<file path="src/verilog/ris_pkg.sv">
// package for the reset initialization sequencer
// assumes one 100 MHz clock and enables for the slower clock rates
package ris_pkg;
   // ----------------------------------------------------------------
   // timing
   // ----------------------------------------------------------------
   localparam int CLK_PERIOD_NS     = 10;
   localparam int IN_ASSERT_CYCLES  = 32;
   localparam int POR_ASSERT_CYCLES = 32;
   localparam int OUT_ASSERT_CYCLES = 512;
   localparam int HARD_TO_SOFT_CYC  = 16;
   localparam int STRAP_OFF_NS      = 4;
   localparam int STRAP_OFF_CYCLES  = (STRAP_OFF_NS / CLK_PERIOD_NS) < 1 ?
                                      1 : (STRAP_OFF_NS / CLK_PERIOD_NS);
   localparam int STRAP_ON_CYCLES   = 1;
   localparam int PLL_LOCK_US       = 100;
   localparam int PLL_LOCK_CYCLES   = (PLL_LOCK_US * 1000) / CLK_PERIOD_NS;
   localparam int DLL_LOCK_MIN      = 7680;
   localparam int DLL_LOCK_MAX      = 122880;
   localparam int SYNC_DIV_DEFAULT  = 2;
   // ----------------------------------------------------------------
   // straps
   // ----------------------------------------------------------------
   localparam int BOOT_SRC_W        = 3;
   localparam logic [2:0] BOOT_SRC_RESET = 3'h0;
   typedef struct packed {
      logic [BOOT_SRC_W-1:0] bootSource;
      logic                  inputClockDivideStrap;
   } ris_strap_t;
   localparam int STRAP_W = BOOT_SRC_W + 1;
   typedef enum logic [2:0] {
      RIS_POR, RIS_PLL, RIS_DLL, RIS_HOLD, RIS_SOFT, RIS_RUN
   } ris_state_t;
endpackage : ris_pkg

</file>
<file path="src/verilog/ris_filter.sv">
// glitch filter for one active-low reset input
// assumes the input is already synchronous; counts on enable pulses
`timescale 1ns/1ps
`default_nettype none
module ris_filter
   import ris_pkg::*;
#(
   parameter int COUNT = 32
) (
   input  wire logic ref_clk,   // system clock
   input  wire logic reset_n,   // async reset, active low
   input  wire logic tick,      // counting clock enable
   input  wire logic pinLow_n,  // synchronised input, active low
   output logic      valid      // held long enough
);
   if (COUNT < 1) begin : g_bad_count
      $error("COUNT must be at least 1");
   end
   localparam int CW = $clog2(COUNT + 1);
   logic [CW-1:0] cnt;
   wire           atCount = (cnt == CW'(COUNT));
   always_ff @(posedge ref_clk or negedge reset_n) begin
      if (!reset_n) begin
         cnt <= '0;
      end else if (pinLow_n) begin
         cnt <= '0;
      end else if (tick && !atCount) begin
         cnt <= cnt + CW'(1);
      end
   end
   assign valid = atCount;
endmodule : ris_filter
`default_nettype wire

</file>
<file path="src/verilog/ris_sequencer.sv">
// reset initialization sequencer: power-on, hard and soft reset
// assumes pins synchronous to ref_clk; open-drain pins split in/out/oe
//
// Summary of operation
// - Driven hard reset stays low at least 512 sync periods; a soft-only reset at least 16.
// - Hard reset released first, soft reset 16 sync periods later.
// - Strap pin drivers off within 4 ns of hard reset assertion; here only with the device's own pull, 32 sync periods into an external one.
// - Strap drivers resume at least 1 sync period after release.
// - Straps are a three-bit boot source and a clock divide strap.
// - In host mode sync clock period follows the divide strap.
// - Allow up to 100 us for PLL lock before trusting clocks.
// - Wait for DLL lock, 7680 to 122880 bus clock cycles.
// - Hard and soft reset pins only pull low or release.
`timescale 1ns/1ps
`default_nettype none
module ris_sequencer
   import ris_pkg::*;
#(
   parameter int PLL_CYCLES = PLL_LOCK_CYCLES,
   parameter int DLL_CYCLES = DLL_LOCK_MAX,
   parameter int SYNC_DIV   = SYNC_DIV_DEFAULT
) (
   input  wire logic       ref_clk,          // 100 MHz clock
   input  wire logic       reset_n,          // async reset, active low
   input  wire logic       hostMode,         // 1 host, 0 agent
   input  wire logic       primaryClockTick, // primary clock enable
   input  wire logic       busSyncTick,      // agent sync clock enable
   input  wire logic       power_on_reset_n, // power-on reset pin
   input  wire logic       pllLocked,        // pll lock status
   input  wire logic       dllLocked,        // dll lock status
   input  wire logic       hard_reset_n_in,  // hard reset pin level
   output logic            hard_reset_n_out, // hard reset drive value
   output logic            hard_reset_n_oe,  // hard reset pull enable
   input  wire logic       soft_reset_n_in,  // soft reset pin level
   output logic            soft_reset_n_out, // soft reset drive value
   output logic            soft_reset_n_oe,  // soft reset pull enable
   input  wire ris_strap_t strapIn,          // strap pin levels
   output ris_strap_t      strapLatched,     // straps caught at reset
   output logic            strapDriveEn,     // strap pins driven
   output logic            syncTick,         // bus sync clock enable
   output logic            pllTimeout,       // pll lock not seen
   output logic            dllTimeout,       // dll lock not seen
   output logic            sequenceDone      // device out of reset
);
   if (SYNC_DIV < 2 || SYNC_DIV % 2 != 0) begin : g_bad_div
      $error("SYNC_DIV must be even and at least 2");
   end
   // the dll floor must fit below the dll ceiling and in the counter
   if (PLL_CYCLES < 1 || DLL_CYCLES < DLL_LOCK_MIN) begin : g_bad_lock
      $error("lock wait counts out of range");
   end
   // ----------------------------------------------------------------
   // sync clock enable
   // ----------------------------------------------------------------
   localparam int DW = $clog2(SYNC_DIV * 2 + 1);
   logic [DW-1:0] divCnt;
   wire  [DW-1:0] divEnd = strapLatched.inputClockDivideStrap ?
                           DW'(SYNC_DIV * 2 - 1) : DW'(SYNC_DIV - 1);
   wire           divWrap = primaryClockTick && (divCnt >= divEnd);
   always_ff @(posedge ref_clk or negedge reset_n) begin
      if (!reset_n) begin
         divCnt <= '0;
      end else if (divWrap) begin
         divCnt <= '0;
      end else if (primaryClockTick) begin
         divCnt <= divCnt + DW'(1);
      end
   end
   assign syncTick = hostMode ? divWrap : busSyncTick;
   // ----------------------------------------------------------------
   // input filters
   // ----------------------------------------------------------------
   logic hardMeta, hardSync, softMeta, softSync, porMeta, porSync;
   always_ff @(posedge ref_clk or negedge reset_n) begin
      if (!reset_n) begin
         {hardMeta, hardSync, softMeta, softSync} <= 4'hF;
         {porMeta, porSync} <= 2'h0;
      end else begin
         {hardMeta, hardSync} <= {hard_reset_n_in, hardMeta};
         {softMeta, softSync} <= {soft_reset_n_in, softMeta};
         {porMeta, porSync}   <= {power_on_reset_n, porMeta};
      end
   end
   wire porTick = hostMode ? primaryClockTick : busSyncTick;
   logic hardReq, softReq, porValid;
   ris_filter #(.COUNT(IN_ASSERT_CYCLES)) uHard (
      .ref_clk(ref_clk), .reset_n(reset_n), .tick(syncTick),
      .pinLow_n(hardSync || hard_reset_n_oe), .valid(hardReq));
   ris_filter #(.COUNT(IN_ASSERT_CYCLES)) uSoft (
      .ref_clk(ref_clk), .reset_n(reset_n), .tick(syncTick),
      .pinLow_n(softSync || soft_reset_n_oe), .valid(softReq));
   ris_filter #(.COUNT(POR_ASSERT_CYCLES)) uPor (
      .ref_clk(ref_clk), .reset_n(reset_n), .tick(porTick),
      .pinLow_n(porSync), .valid(porValid));
   // ----------------------------------------------------------------
   // sequence
   // ----------------------------------------------------------------
   localparam int CNTW = $clog2(PLL_CYCLES + DLL_CYCLES +
                                OUT_ASSERT_CYCLES + 2);
   ris_state_t     state, next_state;
   logic [CNTW-1:0] cnt, next_cnt;
   logic           porSeen, next_porSeen;
   wire            porRelease = porSeen && porSync;
   wire            pllDone  = pllLocked || (cnt >= CNTW'(PLL_CYCLES - 1));
   wire            dllMinOk = cnt >= CNTW'(DLL_LOCK_MIN - 1);
   wire            dllDone  = (dllLocked && dllMinOk) ||
                              (cnt >= CNTW'(DLL_CYCLES - 1));
   // one tick beyond the period count, so whole periods are covered
   wire            holdDone = cnt > CNTW'(OUT_ASSERT_CYCLES);
   wire            softDone = cnt > CNTW'(HARD_TO_SOFT_CYC);
   always_comb begin
      next_state   = state;
      next_cnt     = cnt + CNTW'(1);
      next_porSeen = porSeen || porValid;
      unique case (state)
         RIS_POR: begin
            next_cnt = '0;
            if (porRelease) begin
               next_state = RIS_PLL;
            end
         end
         RIS_PLL: begin
            if (pllDone) begin
               next_state = RIS_DLL;
               next_cnt   = '0;
            end
         end
         RIS_DLL: begin
            if (dllDone) begin
               next_state = RIS_HOLD;
               next_cnt   = '0;
            end
         end
         RIS_HOLD: begin
            next_cnt = syncTick ? cnt + CNTW'(1) : cnt;
            if (holdDone) begin
               next_state = RIS_SOFT;
               next_cnt   = '0;
            end
         end
         RIS_SOFT: begin
            next_cnt = syncTick ? cnt + CNTW'(1) : cnt;
            if (softDone) begin
               next_state = RIS_RUN;
               next_cnt   = '0;
            end
         end
         RIS_RUN: begin
            next_cnt = syncTick && cnt == '0 ? CNTW'(1) : cnt;
            if (hardReq) begin
               next_state = RIS_HOLD;
               next_cnt   = '0;
            end else if (softReq) begin
               next_state = RIS_SOFT;
               next_cnt   = '0;
            end
         end
         default: next_state = RIS_POR;
      endcase
      if (!porSync) begin
         next_state = RIS_POR;
      end
      if (next_state == RIS_POR && state != RIS_POR) begin
         next_porSeen = porValid;
      end
   end
   always_ff @(posedge ref_clk or negedge reset_n) begin
      if (!reset_n) begin
         state   <= RIS_POR;
         cnt     <= '0;
         porSeen <= 1'b0;
      end else begin
         state   <= next_state;
         cnt     <= next_cnt;
         porSeen <= next_porSeen;
      end
   end
   // ----------------------------------------------------------------
   // pins and straps
   // ----------------------------------------------------------------
   wire hardLow = state != RIS_SOFT && state != RIS_RUN;
   assign hard_reset_n_out = 1'b0;
   assign soft_reset_n_out = 1'b0;
   assign hard_reset_n_oe  = hardLow;
   assign soft_reset_n_oe  = state != RIS_RUN;
   assign strapDriveEn = state == RIS_RUN && cnt != '0;
   always_ff @(posedge ref_clk or negedge reset_n) begin
      if (!reset_n) begin
         strapLatched <= '{BOOT_SRC_RESET, 1'b0};
      // straps may settle late in power-on, so track until it ends
      end else if (state == RIS_POR) begin
         strapLatched <= strapIn;
      end
   end
   always_ff @(posedge ref_clk or negedge reset_n) begin
      if (!reset_n) begin
         pllTimeout <= 1'b0;
         dllTimeout <= 1'b0;
      end else begin
         if (state == RIS_POR) begin
            pllTimeout <= 1'b0;
            dllTimeout <= 1'b0;
         end
         if (state == RIS_PLL && pllDone && !pllLocked) begin
            pllTimeout <= 1'b1;
         end
         if (state == RIS_DLL && dllDone && !dllLocked) begin
            dllTimeout <= 1'b1;
         end
      end
   end
   assign sequenceDone = state == RIS_RUN;
endmodule : ris_sequencer
`default_nettype wire

</file>
<file path="config.mk">
export PLATFORM = sky130hd
export DESIGN_NAME = ris_sequencer
export DESIGN_NICKNAME = d
export VERILOG_FILES = /design/src/verilog/ris_pkg.sv /design/src/verilog/ris_filter.sv /design/src/verilog/ris_sequencer.sv
export SDC_FILE = /design/constraint.sdc
export NUM_CORES = 1
export LEC_CHECK = 0
export ABC_AREA = 1
export BUFFER_PORTS_ARGS = -buffer_cell sky130_fd_sc_hd__buf_2
export CAP_MARGIN = 20
export CORE_MARGIN = 5
export CORE_UTILIZATION = 40
export CTS_CLUSTER_SIZE = 24
export DETAILED_ROUTE_END_ITERATION = 6
export HOLD_SLACK_MARGIN = 0.12
export PLACE_DENSITY = 0.65
export SKIP_CTS_REPAIR_TIMING = 1
export SLEW_MARGIN = 20
export SYNTH_ARGS = -nofsm -noshare
export SYNTH_HDL_FRONTEND = slang
export SYNTH_SLANG_ARGS = --single-unit
</file>
<file path="constraint.sdc">
create_clock -name ref_clk -period 3.53 [get_ports ref_clk]
set_input_delay 0.5295 -clock ref_clk [delete_from_list [all_inputs] [get_ports ref_clk]]
set_output_delay 0.5295 -clock ref_clk [all_outputs]
set_load 0.01 [all_outputs]
</file>
==> results of run 1 <==
==> per-layer routing <==
layer  global-route usage, %  vias to the layer above
met3                   2.384                       10
met1                   19.63                     1429
met5                       0                        -
met4                   3.093                        0
li1                        -                     1666
met2                   25.55                       46
==> flip-flops by register name (all words and copies together), names as in the netlist, 3 cells and up <==
name	cells
uPor.cnt	6
cnt	18
divCnt	3
uHard.cnt	6
strapLatched	4
state	3
uSoft.cnt	6
==> worst max-delay path: stages (launching register included) <==
cell and delay [ps]:
dfrtp_1 420, ha_1 290, nand2_1 50, nand2_1 70, inv_2 40, o21ai_1 130, nand2_4 130, inv_1 350
buf_2 220
==> cell families (layout without fill, tap and decap cells) <==
| group | Yosys count | count (layout) | share of synthesized area [%] |
|---|---|---|---|
| XOR/XNOR | 13 | 13 | 3.127 |
| AND/OR/NAND/NOR | 262 | 262 | 31.51 |
| buffers and inverters | 91 | 113 | 10.86 |
| adder cells (fa/ha/maj) | 10 | 10 | 3.436 |
| flip-flops | 55 | 55 | 37.94 |
| AO/OA/AOI/OAI | 81 | 81 | 13.02 |
| other | 1 | 2 | 0.1030 |
==> power by group <==
part	leakage [nW]	total, mW	switching, mW	internal (mW)
clock network	0.0533	0.402	0.236	0.166
logic	1.24	0.160	0.106	0.0539
registers	0.736	0.674	0.0184	0.655
==> per-stage QoR <==
stage          cells  instance area [sq um]
2_1_floorplan    514                   3645
3_3_place_gp     636                   3816
3_5_place_dp     636                   3816
4_1_cts          644                   3919
5_1_grt          644                   3919
6_report         644                   3919
==> cell type report <==
class	count	area (sq um)
sequential	55	1381
inverter	79	296.5
fill	901	4887
tap	108	135.1
clock inverter	2	20.02
clock buffer	6	82.58
multi-input combinational	368	1868
timing repair buffer	26	135.1
==> synth_stat cells (4+ instances only) <==
master,instances
buf_2,4
nand2_2,6
nor2_1,55
xor2_1,12
nand3_1,33
nand2_1,133
nor3_1,13
nor2_4,4
nand4_1,5
dfrtp_1,51
nor2_2,5
o211ai_1,8
o21ai_0,21
ha_1,10
a21oi_1,38
dfstp_2,4
inv_2,6
inv_1,72
buf_6,5
==> worst paths after layout <==
kind                                 startpoint  endpoint  slack, ps
worst max-delay path                  divCnt[1]  syncTick        970
worst min-delay path                    reset_n   cnt[12]        240
worst max register to register        divCnt[1]    cnt[6]       1060
worst min register to register         hardMeta  hardSync        360
max in group asynchronous               reset_n  softMeta       2550
min in group ref_clk            soft_reset_n_in  softMeta        300
==> metrics.csv, run 1 <==
stage,metric,value,unit
setup_path,crit-path max FO,15,
sta,hold slack,237.2,ps
detailed_routing,drt first pass iters,4,
global_route,total track usage,14.81,%
layout,utilization after layout,44.50,%
synthesis,"Seq/Total Area, Yosys",37.94,%
sta,unrepaired setup endpoints after global routing,no,
sta,fmax,0.3909,GHz
sta,Worst Clk Skew,8.204,ps
hold_path,worst min path class,primary input to async pin,
synthesis,"top cells by area, synth","dfrtp_1 35%, nand2_1 14%, inv_1 7.4%",
power_and_ir_drop,pwr/cell area,315.2,nW/um^2
power_and_ir_drop,LEAKAGE,2.025,nW
layout,"most common cell after layout, fill and taps aside",nand2_1,
detailed_routing,Met2 Wirelength,3741,um
sta,TNS Setup,0,ps
sta,final setup vio count,0,
layout,most frequent cells in the layout,"133 x nand2_1, 72 x inv_1, 55 x nor2_1",
setup_path,CP arrival,2030,ps
place,port bufs,24,
detailed_routing,DR vias,3151,
clock_network,CTS root buffer,clkbuf_8,
layout,layout net count,559,
sta,Pins Over Slew Limit,0,
floorplan,Starting Density,41.35,%
setup_path,CP startpoint kind,flip-flop,
floorplan,Die X,105.4,um
detailed_routing,drt total wl,7873,um
sta,Final WS setup,972.0,ps
setup_path,Worst Setup End Kind,output pin,
synthesis,Post-synth ARST share,100.0,%
synthesis,Mean Syn Cell Area,7.097,sq um
setup_path,CP required,3000,ps
synthesis,"EDFF count, synth",0,
floorplan,core box area,8806,sq um
setup_path,critical path class,flip-flop to output pin,
global_route,largest net degree at the start of global routing,31,
clock_network,CTS tree,yes,
floorplan,die area,11110,sq um
clock_network,"Clk pin slew, worst setup/hold paths",110,ps
global_route,GRT Residual Overflow,0,
detailed_routing,Initial DRC Count,118,
detailed_routing,met1 WL,3781,um
clock_network,# H-tree levels,2,
detailed_routing,Highest Signal Layer,met4,
place,DP Worst Slack,1086,ps
setup_path,FF-to-FF path depth,12,
floorplan,# IOs,27,
power_and_ir_drop,Power Total,1.235,mW
floorplan,row count,34,
place,Routability Congestion,0.8971,
global_route,initial antenna violation count,0,
detailed_routing,Detail Route Antenna Nets,0,
layout,layout cells sized above 1,13.25,%
synthesis,leading area contributor after synthesis,dfrtp_1,
clock_network,Bufs on Longest Clock Path,2,
synthesis,Ys Warns,0,
power_and_ir_drop,maximum vdd drop,0.2045,mV
synthesis,post-synth top area share,35.05,%
global_route,vias in the first global route,3078,
synthesis,predominant post-synthesis flop cell,dfrtp_1,
global_route,first-pass GRT wire length,13980,um
synthesis,Mapped Area,3641,sq um
layout,antenna diode count,0,
place,Post-DP HPWL,5993,um
run,Max Cap Viol,0,
sta,Final Hold Violating Endpoints,0,
detailed_routing,Remaining DRCs,0,
floorplan,Die Y,105.4,um
synthesis,"FF+latch count, synth",55,
run_status,status,"complete, no violations",
detailed_routing,vias per cell,4.893,
clock_network,worst skew pair latency,320,ps
sta,Worst Max-Slew Pin Slew,694.3,ps
layout,Area Overhead vs Synth,7.629,%
clock_network,clock sinks,55,
sta,max_slew headroom,53.71,%
sta,Tmin final,2558,ps
synthesis,cells after synthesis,513,
sta,crit share post-route,72.46,%
clock_network,Num CTS Buffers,5,
detailed_routing,wire per inst,12.23,um
synthesis,count of cell types in the netlist,39,
detailed_routing,met3 WL,262,um
Note: power is estimated with default switching activity, not from simulation.
==> run 2: changes to the inputs <==
==> constraint.sdc (replaced) <==
create_clock -name ref_clk -period 2.7 [get_ports ref_clk]
set_input_delay 0.405 -clock ref_clk [delete_from_list [all_inputs] [get_ports ref_clk]]
set_output_delay 0.405 -clock ref_clk [all_outputs]
set_load 0.01 [all_outputs]
==> run 2 against run 1 <==
  * Register-to-register slack worse by 570 ps
  * Core utilization rose by 0.33 points
  * Sequential cell count did not move
  * First-iteration DRC count shrank 9.3%
  * Global-route usage rose by 0.28 points
  * Critical path depth rose by 1
  * Highest routed layer unchanged
  * Largest cell class unchanged
  * Hold slack lost 60 ps
  * Final area increased by 0.73%
  * Combinational power up 34%
  * Worst setup slack got worse by 570 ps
  * Cell count up 0.16%
==> metrics.csv, run 2 (synthesis results as in run 1) <==
stage,metric,value,unit
sta,final setup vio count,0,
detailed_routing,drt first pass iters,4,
power_and_ir_drop,Power Total,1.689,mW
power_and_ir_drop,maximum vdd drop,0.2369,mV
global_route,initial antenna violation count,0,
sta,max_slew headroom,51.11,%
layout,fillcell total,892,
place,Routability Congestion,0.8895,
layout,layout net count,560,
layout,Area Overhead vs Synth,8.419,%
place,dpl cells,636,
floorplan,row count,34,
place,port bufs,24,
clock_network,"Clk pin slew, worst setup/hold paths",100,ps
place,DP Worst Slack,515.3,ps
setup_path,critical path class,flip-flop to output pin,
detailed_routing,wire per inst,12.53,um
sta,crit share post-route,85.21,%
floorplan,core box area,8806,sq um
clock_network,Bufs on Longest Clock Path,2,
layout,"most common cell after layout, fill and taps aside",nand2_1,
hold_path,worst min path class,primary input to flip-flop,
layout,register name with the most flops,cnt,
detailed_routing,vias per cell,4.964,
layout,layout cells sized above 1,13.22,%
detailed_routing,met3 WL,256,um
setup_path,CP required,2300,ps
power_and_ir_drop,pwr/cell area,427.7,nW/um^2
floorplan,# IOs,27,
sta,Final WS setup,399.2,ps
floorplan,Die Y,105.4,um
sta,Worst Clk Skew,6.298,ps
clock_network,clock sinks,55,
sta,Worst Max-Slew Pin Slew,727.7,ps
layout,number of flip-flops in the largest register,18,
clock_network,Num CTS Buffers,5,
detailed_routing,Met2 Wirelength,3862,um
detailed_routing,drt total wl,8082,um
setup_path,CP startpoint kind,flip-flop,
detailed_routing,Initial DRC Count,107,
run,Max Cap Viol,0,
global_route,largest net degree at the start of global routing,40,
detailed_routing,Remaining DRCs,0,
layout,antenna diode count,0,
global_route,vias in the first global route,3077,
global_route,first-pass GRT wire length,14110,um
sta,TNS Setup,0,ps
clock_network,CTS root buffer,clkbuf_8,
layout,most frequent cells in the layout,"133 x nand2_1, 72 x inv_1, 55 x nor2_1",
place,Post-DP HPWL,6098,um
detailed_routing,Detail Route Antenna Nets,0,
global_route,GRT Residual Overflow,0,
clock_network,# H-tree levels,2,
power_and_ir_drop,LEAKAGE,2.038,nW
sta,fmax,0.4346,GHz
clock_network,worst skew pair latency,310,ps
run_status,status,"complete, no violations",
detailed_routing,met1 WL,3838,um
sta,Tmin final,2301,ps
floorplan,Starting Density,41.35,%
setup_path,crit-path max FO,13,
global_route,total track usage,15.10,%
clock_network,CTS tree,yes,
floorplan,Die X,105.4,um
detailed_routing,Highest Signal Layer,met4,
detailed_routing,DR vias,3202,
setup_path,CP arrival,1900,ps
layout,"Cell Count, Final, Fillers Out",645,
floorplan,die area,11110,sq um
setup_path,Worst Setup End Kind,output pin,
sta,Pins Over Slew Limit,0,
sta,unrepaired setup endpoints after global routing,no,
sta,Final Hold Violating Endpoints,0,
run 2: final cells by class:
| cell class | count | area, sq um | share of cell area, % |
|---|---|---|---|
| Clock buffer | 6 | 82.58 | 2.092 |
| Clock inverter | 2 | 38.79 | 0.9826 |
| Inverter | 79 | 296.5 | 7.512 |
| Multi-Input combinational cell | 368 | 1868 | 47.32 |
| Sequential cell | 55 | 1381 | 34.99 |
| Tap cell | 108 | 135.1 | 3.423 |
| Timing Repair Buffer | 27 | 145.1 | 3.677 |
run 2: report_power, final:
part / switching (mW) / internal (mW)
clock: 0.288 / 0.306
combinational: 0.139 / 0.0751
sequential: 0.0239 / 0.857
run 2: routing by layer:
layer,track usage [%],vias to the layer above
met5,0,-
met4,4.405,0
met3,2.384,13
met2,25.05,50
met1,20.36,1467
li1,-,1672
run 2: path summary, 6_finish.rpt:
kind / endpoint / from / slack (ps) / cells after the start
setup / recovery: syncTick / divCnt[1] / 400 / 9
hold / removal: hardMeta / hard_reset_n_in / 180 / 1
setup reg to reg: cnt[9] / divCnt[1] / 490 / 12
hold reg to reg: porSync / porMeta / 360 / 0
max in group asynchronous: softSync / reset_n / 1300 / 3
min in group asynchronous: cnt[8] / reset_n / 540 / 2
run 2: metrics by stage:
stage / hold WS, ps / area (sq um) / util, %
CTS: 8.250 / 3938 / 44.71
finish: 177.7 / 3948 / 44.83
global placement: 333.5 / 3816 / 43.34
global route: 155.3 / 3948 / 44.83
detailed placement: 335.8 / 3816 / 43.34
floorplan: 109.4 / 3645 / -
run 2: worst max-delay path: stages, from the launching register on:
cell     delay [ps]
dfrtp_1         410
ha_1            280
nand2_1          40
nand2_1          70
inv_2            40
o21ai_1         120
nand2_4         140
inv_1           120
buf_4           200
buf_2           160
==> run 3: changes to the inputs <==
--- a/config.mk
+++ b/config.mk
@@ -9,11 +9,11 @@
 export BUFFER_PORTS_ARGS = -buffer_cell sky130_fd_sc_hd__buf_2
 export CAP_MARGIN = 20
 export CORE_MARGIN = 5
-export CORE_UTILIZATION = 40
+export CORE_UTILIZATION = 50
 export CTS_CLUSTER_SIZE = 24
 export DETAILED_ROUTE_END_ITERATION = 6
 export HOLD_SLACK_MARGIN = 0.12
-export PLACE_DENSITY = 0.65
+export PLACE_DENSITY = 0.76
 export SKIP_CTS_REPAIR_TIMING = 1
 export SLEW_MARGIN = 20
 export SYNTH_ARGS = -nofsm -noshare
==> run 3 against run 2 <==
  * Sequential share of layout area increased by 0.19 points
  * Largest cell class unchanged
  * Global-route usage rose by 4.0 points
  * Via count rose by 1.8%
==> metrics.csv, run 3 (synthesis results as in run 1) <==
stage,metric,value,unit
run_status,status,"complete, no violations",
sta,Final WS setup,376.1,ps
power_and_ir_drop,Sw Ratio,29.82,%
power_and_ir_drop,sw power,0.4787,mW
place,dpl cell area,3820,sq um
sta,hold slack,168.3,ps
layout,layout net count,562,
sta,fmax,0.4303,GHz
place,dpl cells,629,
detailed_routing,Remaining DRCs,0,
layout,antenna diode count,0,
setup_path,CP required,2300,ps
power_and_ir_drop,combinational share of power,13.7,%
clock_network,worst skew pair latency,320,ps
clock_network,clock sinks,55,
setup_path,critical path class,flip-flop to output pin,
floorplan,die area,9089,sq um
layout,Area Overhead vs Synth,7.835,%
global_route,global-route met3 utilization,3.157,%
global_route,first-pass GRT wire length,13820,um
clock_network,CTS root buffer,clkbuf_8,
global_route,total track usage,19.06,%
global_route,global route hottest layer,met2,
setup_path,Worst Setup End Kind,output pin,
floorplan,Die X,95.34,um
global_route,initial antenna violation count,0,
detailed_routing,drt total wl,8023,um
detailed_routing,Initial DRC Count,208,
layout,Final Instance Area,3926,sq um
detailed_routing,Detail Route Antenna Nets,0,
power_and_ir_drop,maximum vdd drop,0.3211,mV
setup_path,CP arrival,1920,ps
floorplan,row count,31,
place,Routability Congestion,0.9030,
layout,most frequent cells in the layout,"133 x nand2_1, 72 x inv_1, 55 x nor2_1",
place,port bufs,24,
sta,crit share post-route,86.07,%
sta,unrepaired setup endpoints after global routing,no,
power_and_ir_drop,LEAKAGE,2.031,nW
setup_path,CP startpoint kind,flip-flop,
floorplan,Die Y,95.34,um
clock_network,"Clk pin slew, worst setup/hold paths",110,ps
setup_path,crit-path max FO,14,
layout,number of flip-flops in the largest register,18,
power_and_ir_drop,Power Total,1.606,mW
detailed_routing,vias per cell,5.110,
sta,Worst Max-Slew Pin Slew,587.6,ps
detailed_routing,wire per inst,12.58,um
sta,max_slew headroom,60.83,%
layout,"most common cell after layout, fill and taps aside",nand2_1,
layout,layout cells sized above 1,13.54,%
layout,utilization after layout,54.72,%
clock_network,# H-tree levels,2,
layout,"Cell Count, Final, Fillers Out",638,
sta,TNS Setup,0,ps
floorplan,# IOs,27,
clock_network,Bufs on Longest Clock Path,2,
power_and_ir_drop,register share of total power,54.8,%
hold_path,worst min path class,primary input to flip-flop,
sta,Final Hold Violating Endpoints,0,
power_and_ir_drop,clock network power share,31.5,%
detailed_routing,drt first pass iters,4,
floorplan,core box area,7176,sq um
sta,Pins Over Slew Limit,0,
run,Max Cap Viol,0,
global_route,largest net degree at the start of global routing,27,
global_route,vias in the first global route,3158,
place,DP Worst Slack,522.8,ps
clock_network,CTS tree,yes,
sta,Tmin final,2324,ps
layout,register name with the most flops,cnt,
sta,Worst Clk Skew,7.255,ps
global_route,GR Layer Usage met1,24.10,%
global_route,met2 global-route usage,33.00,%
detailed_routing,DR vias,3260,
sta,final setup vio count,0,
power_and_ir_drop,Power Internal,1.127,mW
place,Post-DP HPWL,5994,um
power_and_ir_drop,pwr/cell area,408.9,nW/um^2
global_route,GRT Residual Overflow,0,
clock_network,Num CTS Buffers,5,
floorplan,Starting Density,50.74,%
==> run 3: changes by cell type in the layout (fill, tap and decap cells not counted) <==
cell / previous run / this run
bufinv_16: 1 / 0
clkinvlp_4: 0 / 1
inv_8: 0 / 1
buf_4: 2 / 4
clkbuf_8: 6 / 5
==> run 3: final timing paths <==
check / from / to / slack [ps] / cells after the start
max reg2reg: divCnt[1] / uSoft.cnt[5] / 490 / 13
min reg2reg: porMeta / porSync / 360 / 0
max: divCnt[1] / syncTick / 380 / 9
min in group asynchronous: reset_n / cnt[5] / 600 / 2
min: soft_reset_n_in / softMeta / 170 / 1
max in group asynchronous: reset_n / softSync / 1390 / 3
==> run 3: critical path: stages (launching register included) <==
cell and delay, ps:
dfrtp_1 410, ha_1 290, nand2_1 50, nand2_1 80, inv_2 40, o21ai_1 130
nand2_4 140, inv_1 100, buf_4 200, buf_2 160
==> run 3: final cells by class <==
cell class              instances  area, sq um
fillers                       718         3249
multi-input cells             368         1868
flip-flops and latches         55         1381
inverters                      79        296.5
repair buffers                 29        160.2
well taps                      99        123.9
clock buffers                   5        68.82
clock inverters                 3        27.53
==> run 3: power groups by stage <==
stage / clock (mW) / sequential [mW] / combinational [mW]
global route: 0.555 / 0.886 / 0.250
finish: 0.506 / 0.879 / 0.220
detailed placement: 0 / 0.895 / 0.222
CTS: 0.519 / 0.879 / 0.223
floorplan: 0 / 0.893 / 0.144
global placement: 0 / 0.894 / 0.209
==> run 3: metal layers <==
layer	routed length [um]	part of all wire, %
met1	3684	46
met2	3937	49
met3	242	3.0
met4	159	2.0
met5	0	0
